**config.mk**
```make
export PLATFORM = sky130hd
export DESIGN_NAME = spd_cmp_top
export DESIGN_NICKNAME = d
export VERILOG_FILES = /design/src/spdcmp_pkg.sv /design/src/chan_if.sv /design/src/spd_cmp_top.sv /design/src/tick_gen.sv /design/src/limit_channel.sv
export SDC_FILE = /design/constraint.sdc
export NUM_CORES = 1
export LEC_CHECK = 0
export ABC_AREA = 1
export BUFFER_PORTS_ARGS = -buffer_cell sky130_fd_sc_hd__buf_2
export CAP_MARGIN = 25
export CORE_UTILIZATION = 40
export CTS_CLUSTER_SIZE = 28
export DETAILED_ROUTE_END_ITERATION = 6
export SLEW_MARGIN = 40
export SYNTH_ARGS = -nofsm -noshare
export SYNTH_HDL_FRONTEND = slang
export SYNTH_SLANG_ARGS = --single-unit
```
**constraint.sdc**
```tcl
create_clock -name aclk -period 19 [get_ports aclk]
set_clock_uncertainty 0.1 [all_clocks]
set_input_delay 1.9 -clock aclk [delete_from_list [all_inputs] [get_ports aclk]]
set_output_delay 1.9 -clock aclk [all_outputs]
set_load 0.02 [all_outputs]
```
**src/spdcmp_pkg.sv**
```systemverilog
// Constants, register map and state types of the speed limit comparator.
// Assumes a 40 MHz aclk; all other files except tick_gen and relay_load import this package.
package spdcmp_pkg;

  localparam int SPD_W = 20;

  // Timing
  localparam int CLK_PERIOD_NS    = 25;
  localparam int SHOT_STEP_MS     = 10;
  localparam int DELAY_STEP_MS    = 50;
  localparam int TICK_TIME_NS     = SHOT_STEP_MS * 1000000;
  localparam int TICK_CYCLES      = TICK_TIME_NS / CLK_PERIOD_NS;
  localparam int DELAY_STEP_TICKS = DELAY_STEP_MS / SHOT_STEP_MS;
  localparam int PCT_DIV          = 100;

  // Setting limits
  localparam logic [4:0] HYST_MAX  = 5'h14;
  localparam logic [4:0] DELAY_MAX = 5'h14;
  localparam logic [7:0] SHOT_MAX  = 8'hC8;

  // Register byte offsets
  localparam logic [7:0] OFS_CTRL     = 8'h00;
  localparam logic [7:0] OFS_UPPER    = 8'h04;
  localparam logic [7:0] OFS_LOWER    = 8'h08;
  localparam logic [7:0] OFS_HYST     = 8'h0C;
  localparam logic [7:0] OFS_SHOT     = 8'h10;
  localparam logic [7:0] OFS_DELAY    = 8'h14;
  localparam logic [7:0] OFS_STATUS   = 8'h18;
  localparam logic [7:0] OFS_IRQ_STAT = 8'h1C;
  localparam logic [7:0] OFS_IRQ_MASK = 8'h20;
  localparam logic [7:0] OFS_SPEED    = 8'h24;

  // Field positions
  localparam int CTRL_MODE_LSB = 0;
  localparam int CTRL_CLR_BIT  = 4;
  localparam int BIT_LOWER     = 0;
  localparam int BIT_UPPER     = 1;
  localparam int BIT_FAULT     = 2;
  localparam int BIT_IN_BAND   = 3;

  // Reset values
  localparam logic [SPD_W-1:0] SETPT_RST = 20'h0_0000;
  localparam logic [4:0]       HYST_RST  = 5'h00;
  localparam logic [7:0]       SHOT_RST  = 8'h01;
  localparam logic [4:0]       DELAY_RST = 5'h00;
  localparam logic [2:0]       MASK_RST  = 3'h0;

  localparam logic [1:0] RESP_OKAY   = 2'h0;
  localparam logic [1:0] RESP_SLVERR = 2'h2;

  typedef enum logic [1:0]
  {
    MODE_AUTO = 2'h0,
    MODE_HOLD = 2'h1,
    MODE_SHOT = 2'h2,
    MODE_BAD  = 2'h3
  } mode_t;

  typedef enum logic [1:0]
  {
    ST_IDLE   = 2'h0,
    ST_DELAY  = 2'h1,
    ST_ACTIVE = 2'h3,
    ST_SPENT  = 2'h2
  } chan_state_t;

endpackage

```
**src/chan_if.sv**
```systemverilog
// Settings and result of one limit channel.
// Settings driven by the comparator top and read by limit_channel; result driven by limit_channel.
`timescale 1ns/1ps
`default_nettype none
interface chan_if;
  import spdcmp_pkg::*;
  logic [SPD_W-1:0] setpoint;
  logic [SPD_W-1:0] speed;
  logic             sample;
  logic             clr;
  logic [4:0]       hyst;
  logic [1:0]       mode;
  logic [7:0]       shot;
  logic [4:0]       delay;
  logic             active;
  modport cfg  (output setpoint, speed, sample, clr, hyst, mode, shot, delay, input active);
  modport chan (input setpoint, speed, sample, clr, hyst, mode, shot, delay, output active);
endinterface
`default_nettype wire

```
**src/spd_cmp_top.sv**
```systemverilog
// Speed limit comparator: AXI4-Lite registers, lower/upper limit relays,
// fault relay, in-band flag and interrupt.
// Assumes speed_value, speed_valid, speed_fault and ext_reset_in are
// synchronous to aclk; speed_valid pulses once per new displayed value.
//
// Function
// upper relay on when setpoint <= speed
// lower relay on when setpoint > speed
// in-band only when neither limit relay on
// fault relay on abnormal comparator operation
// three outputs: lower, upper, fault
// reset input turns all relays off
// auto mode releases after speed recrosses setpoint
// hysteresis 1 to 20 percent offsets recovery; code also accepts 0 percent, its reset value
// hold mode keeps relay until reset
// one-shot keeps relay 10..2000 ms
// on-delay 0..1000 ms before relay on
// compare per new sample, timers on clock
`timescale 1ns/1ps
`default_nettype none
module spd_cmp_top
#(
  parameter int TICK_CYCLES = spdcmp_pkg::TICK_CYCLES
)
(
  input  wire logic                         aclk,
  input  wire logic                         aresetn,
  input  wire logic [7:0]                   awaddr,
  input  wire logic                         awvalid,
  output var  logic                         awready,
  input  wire logic [31:0]                  wdata,
  input  wire logic [3:0]                   wstrb,
  input  wire logic                         wvalid,
  output var  logic                         wready,
  output var  logic [1:0]                   bresp,
  output var  logic                         bvalid,
  input  wire logic                         bready,
  input  wire logic [7:0]                   araddr,
  input  wire logic                         arvalid,
  output var  logic                         arready,
  output var  logic [31:0]                  rdata,
  output var  logic [1:0]                   rresp,
  output var  logic                         rvalid,
  input  wire logic                         rready,
  input  wire logic [spdcmp_pkg::SPD_W-1:0] speed_value,
  input  wire logic                         speed_valid,
  input  wire logic                         speed_fault,
  input  wire logic                         ext_reset_in,
  output var  logic                         lower_limit_relay,
  output var  logic                         upper_limit_relay,
  output var  logic                         fault_relay,
  output var  logic                         in_band,
  output var  logic                         irq
);
  import spdcmp_pkg::*;

  // Bus state
  logic [7:0]       aw_q;
  logic [7:0]       aw_d;
  logic             aw_full_q;
  logic             aw_full_d;
  logic [31:0]      w_q;
  logic [31:0]      w_d;
  logic [3:0]       strb_q;
  logic [3:0]       strb_d;
  logic             w_full_q;
  logic             w_full_d;
  logic             awready_d;
  logic             wready_d;
  logic             bvalid_d;
  logic [1:0]       bresp_d;
  logic             arready_d;
  logic             rvalid_d;
  logic [31:0]      rdata_d;
  logic [1:0]       rresp_d;
  logic             wr;
  logic [32:0]      wr_old;
  logic [32:0]      rd_sel;
  logic [31:0]      wdat;

  // Settings and results
  logic [1:0]       mode_q;
  logic [1:0]       mode_d;
  logic [SPD_W-1:0] upper_q;
  logic [SPD_W-1:0] upper_d;
  logic [SPD_W-1:0] lower_q;
  logic [SPD_W-1:0] lower_d;
  logic [4:0]       hyst_q;
  logic [4:0]       hyst_d;
  logic [7:0]       shot_q;
  logic [7:0]       shot_d;
  logic [4:0]       delay_q;
  logic [4:0]       delay_d;
  logic [2:0]       mask_q;
  logic [2:0]       mask_d;
  logic [2:0]       ist_q;
  logic [2:0]       ist_d;
  logic [2:0]       w1c;
  logic [2:0]       ev;
  logic             clr_q;
  logic             clr_d;
  logic             clr_now;
  logic [SPD_W-1:0] speed_q;
  logic [SPD_W-1:0] speed_d;
  logic             lo_d;
  logic             up_d;
  logic             fault_d;
  logic             fault_cond;
  logic             in_band_d;
  logic             irq_d;
  logic             tick;

  chan_if lo_if ();
  chan_if up_if ();

  function automatic logic [31:0] merge(input logic [31:0] o,
                                        input logic [31:0] n,
                                        input logic [3:0]  s);
    logic [31:0] r;
    r = o;
    for (int i = 0; i < 4; i++)
    begin
      if (s[i])
        r[8*i +: 8] = n[8*i +: 8];
    end
    return r;
  endfunction

  // Top bit flags a mapped offset
  function automatic logic [32:0] rd_mux(input logic [7:0] a);
    logic [32:0] r;
    r = {1'b1, 32'h0000_0000};
    unique case ({a[7:2], 2'b00})
      OFS_CTRL:     r[CTRL_MODE_LSB +: 2] = mode_q;
      OFS_UPPER:    r[SPD_W-1:0] = upper_q;
      OFS_LOWER:    r[SPD_W-1:0] = lower_q;
      OFS_HYST:     r[4:0] = hyst_q;
      OFS_SHOT:     r[7:0] = shot_q;
      OFS_DELAY:    r[4:0] = delay_q;
      OFS_STATUS:
      begin
        r[BIT_LOWER]   = lower_limit_relay;
        r[BIT_UPPER]   = upper_limit_relay;
        r[BIT_FAULT]   = fault_relay;
        r[BIT_IN_BAND] = in_band;
      end
      OFS_IRQ_STAT: r[2:0] = ist_q;
      OFS_IRQ_MASK: r[2:0] = mask_q;
      OFS_SPEED:    r[SPD_W-1:0] = speed_q;
      default:      r = 33'h0_0000_0000;
    endcase
    return r;
  endfunction

  // AXI4-Lite handshakes; address and data may arrive in either order
  always_comb
  begin
    wr        = aw_full_q && w_full_q;
    aw_full_d = (aw_full_q || (awvalid && awready)) && !wr;
    aw_d      = (awvalid && awready) ? awaddr : aw_q;
    w_full_d  = (w_full_q || (wvalid && wready)) && !wr;
    w_d       = (wvalid && wready) ? wdata : w_q;
    strb_d    = (wvalid && wready) ? wstrb : strb_q;
    wr_old    = rd_mux(aw_q);
    wdat      = merge(wr_old[31:0], w_q, strb_q);
    bvalid_d  = wr || (bvalid && !bready);
    bresp_d   = bresp;
    if (wr)
      bresp_d = wr_old[32] ? RESP_OKAY : RESP_SLVERR;
    awready_d = !aw_full_d && !bvalid_d;
    wready_d  = !w_full_d && !bvalid_d;
    rd_sel    = rd_mux(araddr);
    rvalid_d  = (arvalid && arready) || (rvalid && !rready);
    arready_d = !rvalid_d;
    rdata_d   = rdata;
    rresp_d   = rresp;
    if (arvalid && arready)
    begin
      rdata_d = rd_sel[31:0];
      rresp_d = rd_sel[32] ? RESP_OKAY : RESP_SLVERR;
    end
  end

  // Register writes, sticky events and relay results
  always_comb
  begin
    mode_d  = mode_q;
    upper_d = upper_q;
    lower_d = lower_q;
    hyst_d  = hyst_q;
    shot_d  = shot_q;
    delay_d = delay_q;
    mask_d  = mask_q;
    clr_d   = 1'b0;
    w1c     = 3'h0;
    if (wr && wr_old[32])
    begin
      unique case ({aw_q[7:2], 2'b00})
        OFS_CTRL:
        begin
          mode_d = wdat[CTRL_MODE_LSB +: 2];
          clr_d  = wdat[CTRL_CLR_BIT] && strb_q[0];
        end
        OFS_UPPER:    upper_d = wdat[SPD_W-1:0];
        OFS_LOWER:    lower_d = wdat[SPD_W-1:0];
        OFS_HYST:     hyst_d = wdat[4:0];
        OFS_SHOT:     shot_d = wdat[7:0];
        OFS_DELAY:    delay_d = wdat[4:0];
        OFS_IRQ_STAT: w1c = w_q[2:0] & {3{strb_q[0]}};
        OFS_IRQ_MASK: mask_d = wdat[2:0];
        default:      ;
      endcase
    end
    speed_d    = speed_valid ? speed_value : speed_q;
    clr_now    = ext_reset_in || clr_q;
    // Inverted limits or a reserved mode make the comparison meaningless
    fault_cond = speed_fault || (lower_q > upper_q) || (mode_q == MODE_BAD);
    fault_d    = !clr_now && (fault_relay || fault_cond);
    lo_d       = lo_if.active;
    up_d       = up_if.active;
    in_band_d  = !(lo_d || up_d);
    ev         = {fault_d && !fault_relay, up_d && !upper_limit_relay,
                  lo_d && !lower_limit_relay};
    // New event wins over a clear in the same cycle
    ist_d      = (ist_q & ~w1c) | ev;
    irq_d      = |(ist_q & mask_q);
  end

  assign lo_if.setpoint = lower_q;
  assign lo_if.speed    = speed_value;
  assign lo_if.sample   = speed_valid;
  assign lo_if.clr      = clr_now;
  assign lo_if.hyst     = hyst_q;
  assign lo_if.mode     = mode_q;
  assign lo_if.shot     = shot_q;
  assign lo_if.delay    = delay_q;
  assign up_if.setpoint = upper_q;
  assign up_if.speed    = speed_value;
  assign up_if.sample   = speed_valid;
  assign up_if.clr      = clr_now;
  assign up_if.hyst     = hyst_q;
  assign up_if.mode     = mode_q;
  assign up_if.shot     = shot_q;
  assign up_if.delay    = delay_q;

  tick_gen #(.CYCLES(TICK_CYCLES)) u_tick
  (
    .aclk    (aclk),
    .aresetn (aresetn),
    .tick    (tick)
  );

  limit_channel #(.UPPER(1'b0)) u_lower
  (
    .aclk    (aclk),
    .aresetn (aresetn),
    .tick    (tick),
    .ch      (lo_if.chan)
  );

  limit_channel #(.UPPER(1'b1)) u_upper
  (
    .aclk    (aclk),
    .aresetn (aresetn),
    .tick    (tick),
    .ch      (up_if.chan)
  );

  always_ff @(posedge aclk)
  begin
    if (!aresetn)
    begin
      aw_q              <= 8'h00;
      aw_full_q         <= 1'b0;
      w_q               <= 32'h0000_0000;
      strb_q            <= 4'h0;
      w_full_q          <= 1'b0;
      awready           <= 1'b0;
      wready            <= 1'b0;
      bvalid            <= 1'b0;
      bresp             <= RESP_OKAY;
      arready           <= 1'b0;
      rvalid            <= 1'b0;
      rdata             <= 32'h0000_0000;
      rresp             <= RESP_OKAY;
      mode_q            <= MODE_AUTO;
      upper_q           <= SETPT_RST;
      lower_q           <= SETPT_RST;
      hyst_q            <= HYST_RST;
      shot_q            <= SHOT_RST;
      delay_q           <= DELAY_RST;
      mask_q            <= MASK_RST;
      ist_q             <= 3'h0;
      clr_q             <= 1'b0;
      speed_q           <= SETPT_RST;
      lower_limit_relay <= 1'b0;
      upper_limit_relay <= 1'b0;
      fault_relay       <= 1'b0;
      in_band           <= 1'b1;
      irq               <= 1'b0;
    end
    else
    begin
      aw_q              <= aw_d;
      aw_full_q         <= aw_full_d;
      w_q               <= w_d;
      strb_q            <= strb_d;
      w_full_q          <= w_full_d;
      awready           <= awready_d;
      wready            <= wready_d;
      bvalid            <= bvalid_d;
      bresp             <= bresp_d;
      arready           <= arready_d;
      rvalid            <= rvalid_d;
      rdata             <= rdata_d;
      rresp             <= rresp_d;
      mode_q            <= mode_d;
      upper_q           <= upper_d;
      lower_q           <= lower_d;
      hyst_q            <= hyst_d;
      shot_q            <= shot_d;
      delay_q           <= delay_d;
      mask_q            <= mask_d;
      ist_q             <= ist_d;
      clr_q             <= clr_d;
      speed_q           <= speed_d;
      lower_limit_relay <= lo_d;
      upper_limit_relay <= up_d;
      fault_relay       <= fault_d;
      in_band           <= in_band_d;
      irq               <= irq_d;
    end
  end
endmodule
`default_nettype wire

```
**src/tick_gen.sv**
```systemverilog
// Free-running divider giving a one-cycle tick every CYCLES clocks.
// Assumes CYCLES of at least 2.
`timescale 1ns/1ps
`default_nettype none
module tick_gen
#(
  parameter int CYCLES = 4
)
(
  input  wire logic aclk,
  input  wire logic aresetn,
  output var  logic tick
);
  localparam int           W    = $clog2(CYCLES);
  localparam logic [W-1:0] LAST = W'(CYCLES - 1);

  logic [W-1:0] cnt_q;
  logic [W-1:0] cnt_d;
  logic         tick_d;

  always_comb
  begin
    tick_d = (cnt_q == LAST);
    cnt_d  = tick_d ? '0 : cnt_q + 1'b1;
  end

  always_ff @(posedge aclk)
  begin
    if (!aresetn)
    begin
      cnt_q <= '0;
      tick  <= 1'b0;
    end
    else
    begin
      cnt_q <= cnt_d;
      tick  <= tick_d;
    end
  end
endmodule
`default_nettype wire

```
**src/limit_channel.sv**
```systemverilog
// One limit channel: comparison with hysteresis, on-delay and output hold.
// Assumes tick pulses every 10 ms and speed samples synchronous to aclk.
`timescale 1ns/1ps
`default_nettype none
module limit_channel
#(
  parameter bit UPPER = 1'b1
)
(
  input wire logic aclk,
  input wire logic aresetn,
  input wire logic tick,
  chan_if.chan     ch
);
  import spdcmp_pkg::*;
  localparam int BW = SPD_W + 1;

  chan_state_t      state_q;
  chan_state_t      state_d;
  logic             cond_q;
  logic             cond_d;
  logic [7:0]       cnt_q;
  logic [7:0]       cnt_d;
  logic [7:0]       cnt_inc;
  logic [7:0]       dly_tgt;
  logic [7:0]       shot_tgt;
  logic [4:0]       hyst_c;
  logic [4:0]       dly_c;
  logic [SPD_W+4:0] prod;
  logic [BW-1:0]    band;
  logic [BW-1:0]    sp_x;
  logic [BW-1:0]    spd_x;
  logic             trip;
  logic             rel;

  always_comb
  begin
    hyst_c   = (ch.hyst > HYST_MAX) ? HYST_MAX : ch.hyst;
    dly_c    = (ch.delay > DELAY_MAX) ? DELAY_MAX : ch.delay;
    dly_tgt  = 8'(dly_c * DELAY_STEP_TICKS);
    shot_tgt = (ch.shot > SHOT_MAX) ? SHOT_MAX : ((ch.shot == 8'h00) ? 8'h01 : ch.shot);
    prod     = ch.setpoint * hyst_c;
    band     = BW'(prod / PCT_DIV);
    sp_x     = {1'b0, ch.setpoint};
    spd_x    = {1'b0, ch.speed};
    if (UPPER)
    begin
      trip = (spd_x >= sp_x);
      rel  = (spd_x < (sp_x - band));
    end
    else
    begin
      trip = (spd_x < sp_x);
      rel  = (spd_x >= (sp_x + band));
    end
    // Between trip and recovery points the previous result holds
    cond_d = cond_q;
    if (ch.clr)
      cond_d = 1'b0;
    else if (ch.sample && trip)
      cond_d = 1'b1;
    else if (ch.sample && rel)
      cond_d = 1'b0;
  end

  // Waits use strictly more ticks than set, since the first tick may come early
  always_comb
  begin
    cnt_inc = cnt_q + 8'h01;
    state_d = state_q;
    cnt_d   = cnt_q;
    if (ch.clr)
    begin
      state_d = ST_IDLE;
      cnt_d   = 8'h00;
    end
    else
    begin
      unique case (state_q)
        ST_IDLE:
          if (cond_q)
          begin
            cnt_d   = 8'h00;
            state_d = (dly_tgt == 8'h00) ? ST_ACTIVE : ST_DELAY;
          end
        ST_DELAY:
          if (!cond_q)
            state_d = ST_IDLE;
          else if (tick)
          begin
            cnt_d = cnt_inc;
            if (cnt_inc > dly_tgt)
            begin
              state_d = ST_ACTIVE;
              cnt_d   = 8'h00;
            end
          end
        ST_ACTIVE:
          if (ch.mode == MODE_SHOT)
          begin
            if (tick)
            begin
              cnt_d = cnt_inc;
              if (cnt_inc > shot_tgt)
                state_d = ST_SPENT;
            end
          end
          else if (ch.mode != MODE_HOLD && !cond_q)
            state_d = ST_IDLE;
        ST_SPENT:
          if (!cond_q)
            state_d = ST_IDLE;
      endcase
    end
  end

  assign ch.active = (state_q == ST_ACTIVE);

  always_ff @(posedge aclk)
  begin
    if (!aresetn)
    begin
      state_q <= ST_IDLE;
      cond_q  <= 1'b0;
      cnt_q   <= 8'h00;
    end
    else
    begin
      state_q <= state_d;
      cond_q  <= cond_d;
      cnt_q   <= cnt_d;
    end
  end
endmodule
`default_nettype wire

```
==> impl_metrics.json <==
{
  "internal_power_uw": 635,
  "port_buffers": 96,
  "cts_root_buffer": "clkbuf_16",
  "tritoncts": "yes",
  "drive_gt1_share_pct": 14.5,
  "critPathMaxStageDelay_ns": 0.55,
  "cts_buffers": 17,
  "syn_avg_cell_area_um2": 6.66,
  "synth_top_area_cell": "dfxtp_1",
  "synth_seq_cells": 192,
  "grt.overflow.total": 0,
  "ios": 128,
  "tns_ns": 0,
  "synth.yosys.seq_area_share_pct": 14.7,
  "worstPathArrival_ns": 17.40,
  "area_growth_pct": 7.63,
  "fmax_mhz": 58.2,
  "worstSetupEndpointType": "register",
  "post-route-drc-count": 0,
  "cts.sinks": 192,
  "placed_cells": 4839,
  "post_dp_cell_area_mm2": 0.0276,
  "die_area_mm2": 0.0666,
  "crit_fanout": 26,
  "total_power_uw": 896,
  "reg2reg_slack_ns": 1.82,
  "p_sw_share_pct": 29.1,
  "worst_slack_ns": 1.82,
  "core_mm2": 0.0646,
  "worstSkewPairLatency_ns": 0.46,
  "netlist_instances": 3941,
  "wl_per_cell_um": 15.3,
  "wl_mm": 74.8,
  "ant_nets": 0,
  "grt_pass1_wl_mm": 122,
  "cp_slowest_cell": "fa_1",
  "slew_viol_final": 0,
  "yosys_warnings": 0,
  "p_leak_nw": 14.9,
  "die_y_um": 258,
  "finalSetupViolations": 0,
  "vias": 25100,
  "grt_use_total_pct": 22.5,
  "power.share.clock_pct": 41.7,
  "grt_pass1_vias": 23400,
  "tightest_slew_ns": 0.915,
  "holdWs_ns": 0.359,
  "netSwitchingPower_uw": 261,
  "finalCritPeriodShare_pct": 90.4,
  "gp_congestion": 0.995,
  "critPathRequiredTime_ns": 19.22,
  "critPathKind": "reg2reg",
  "pre_cts_ws_ns": 1.47,
  "seqPwrFrac_pct": 47.0,
  "worstRegToRegCells": 128,
  "final_cell_count_no_fill": 4874,
  "synth.top_cell.area_share_pct": 14.7,
  "syn-cell-area_mm2": 0.0262,
  "fin_area_mm2": 0.0282,
  "synthFlopType": "dfxtp_1",
  "layout_min_cycle_time_ns": 17.18,
  "h-tree-depth": 4,
  "dr.pass1.iters": 7,
  "initial_core_util_pct": 40.6,
  "cpMostUsedCell": "nand2_4",
  "p_per_area_mw_per_mm2": 31.7,
  "yosys-top-cells-area": "dfxtp_1, ha_1, nand2_1",
  "synthArstFlopShare_pct": 0,
  "clk_path_buf_depth": 2,
  "antenna_found_initial": 2,
  "path_clk_slew_ns": 0.09,
  "fp-row-count": 93,
  "status": "finished clean",
  "finalNetCount": 4441,
  "synth-edff-count": 0,
  "slew_headroom_pct": 38.3,
  "hold_path.class": "reg2reg",
  "grt_max_degree": 82,
  "fin_util_pct": 43.7,
  "post-dp-hpwl_mm": 61.2,
  "peakVddDrop_v": 0.0000554,
  "power_frac_comb_pct": 11.3,
  "finalHoldViolCount": 0,
  "drt_iter0_drc": 1854,
  "synth_cell_types": 72,
  "max-cap-violations": 0,
  "die_w_um": 258,
  "hold-path-cell-count": 1,
  "start_kind": "register",
  "viasPerCell": 5.15
}
-- what timing repair did --
| item | 4_1_cts | 5_1_grt |
|---|---|---|
| hold buffers | 0 | 0 |
| buffers inserted | 0 | 2 |
| resized for setup | 0 | 6 |
| endpoints found under the setup margin | 0 | 2 |
-- critical path: cells and delay by family (launching register included) --
kind            cells  cell delay, ns
xor+xnor            2            0.46
buf+inv            13            1.37
fa+ha+maj           7            2.85
flops               1            0.36
compound gates     12            1.60
simple gates       94           10.23
-- synth_stat cells, types with 15 or more instances --
master    count
nand2_1     736
nand2_2     157
nand3_1     188
nor2_1      349
dfxtp_1     192
o22ai_1      33
fa_1        111
inv_2        38
xor2_1       74
ha_1        243
o21bai_1     15
nand3_2      41
inv_1       653
nand4_1      60
a21oi_1     302
xnor2_1      35
nand2_4      75
nor3_1       28
clkbuf_1     64
nor2_4       19
nor2_2       32
nand3b_1     19
o21ai_1      27
o21ai_0     237
clkinv_1     18
-- placed cells by master, fill, tap and decap left out, drive strengths merged, types with 3 or more instances in the layout --
cell type,instances
buf,112
xnor2,36
xor2,76
nand3b,21
o2111ai,8
nand2,970
dfxtp,192
ha,243
conb,14
o221ai,10
nor3,28
fa,111
nor3b,3
nor2,403
o31ai,9
o21bai,16
clkbuf,19
a31oi,14
a21oi,310
o21a,3
nor4,5
or2,4
inv,701
o21ai,274
o211ai,13
nand4,76
a221oi,10
o22ai,33
a21o,13
a21boi,4
a211oi,7
clkinv,24
nand3,233
a22oi,9
-- layout make-up --
| class | count | area, um2 |
|---|---|---|
| clock buffer | 19 | 443 |
| clock inverter | 13 | 145 |
| sequential | 192 | 3840 |
| multi-input combinational | 2966 | 19400 |
| tap | 855 | 1070 |
| antenna | 1 | 2.50 |
| timing repair buffer | 112 | 624 |
| fill | 6853 | 36300 |
| inverter | 716 | 2730 |
-- path summary, 6_finish.rpt --
check,start,endpoint
setup / recovery,hyst_q[0],u_lower.cond_q
hold / removal,aw_full_q,awready
setup reg to reg,hyst_q[0],u_lower.cond_q
hold reg to reg,aw_full_q,awready
-- logic make-up (layout without fill, tap and decap cells) --
kind of cell	after synthesis	in the layout	share of synthesized area [%]
buffers and inverters	796	860	11.7
xor gates and xnor gates	112	112	3.87
adders and majority gates	354	354	20.1
and+or+nand+nor	1743	1743	33.7
AOI/OAI and AO/OA	743	743	16.0
other	1	15	0.0143
DFF	192	192	14.7
-- routing by layer --
metal  GRT usage [%]  vias up  routed length, um
li1                -    12900                  -
met1            31.8    11500              35600
met2            36.2      638              32800
met3            2.47      100               4710
met4            5.62        0               1680
met5               0        -                  0
-- sequential cells by signal (all words and copies together) (netlist names), 2 cells and up --
| signal | flops |
|---|---|
| hyst_q | 5 |
| lo_if.setpoint | 20 |
| speed_q | 20 |
| up_if.setpoint | 20 |
| rdata | 20 |
| u_upper.state_q | 2 |
| mask_q | 3 |
| aw_q | 6 |
| strb_q | 3 |
| u_tick.cnt_q | 19 |
| ist_q | 3 |
| lo_if.mode | 2 |
| u_lower.state_q | 2 |
| u_lower.cnt_q | 8 |
| lo_if.shot | 8 |
| delay_q | 5 |
| w_q | 20 |
| u_upper.cnt_q | 8 |
-- power groups by stage --
stage / combinational, mW / clock (mW) / sequential [mW]
global placement: 0.0970 / 0 / 0.430
floorplan: 0.0634 / 0 / 0.429
detailed placement: 0.0984 / 0 / 0.431
global route: 0.111 / 0.393 / 0.423
CTS: 0.0989 / 0.378 / 0.421
finish: 0.101 / 0.374 / 0.421
No activity file was read; power rests on OpenSTA's default activity.
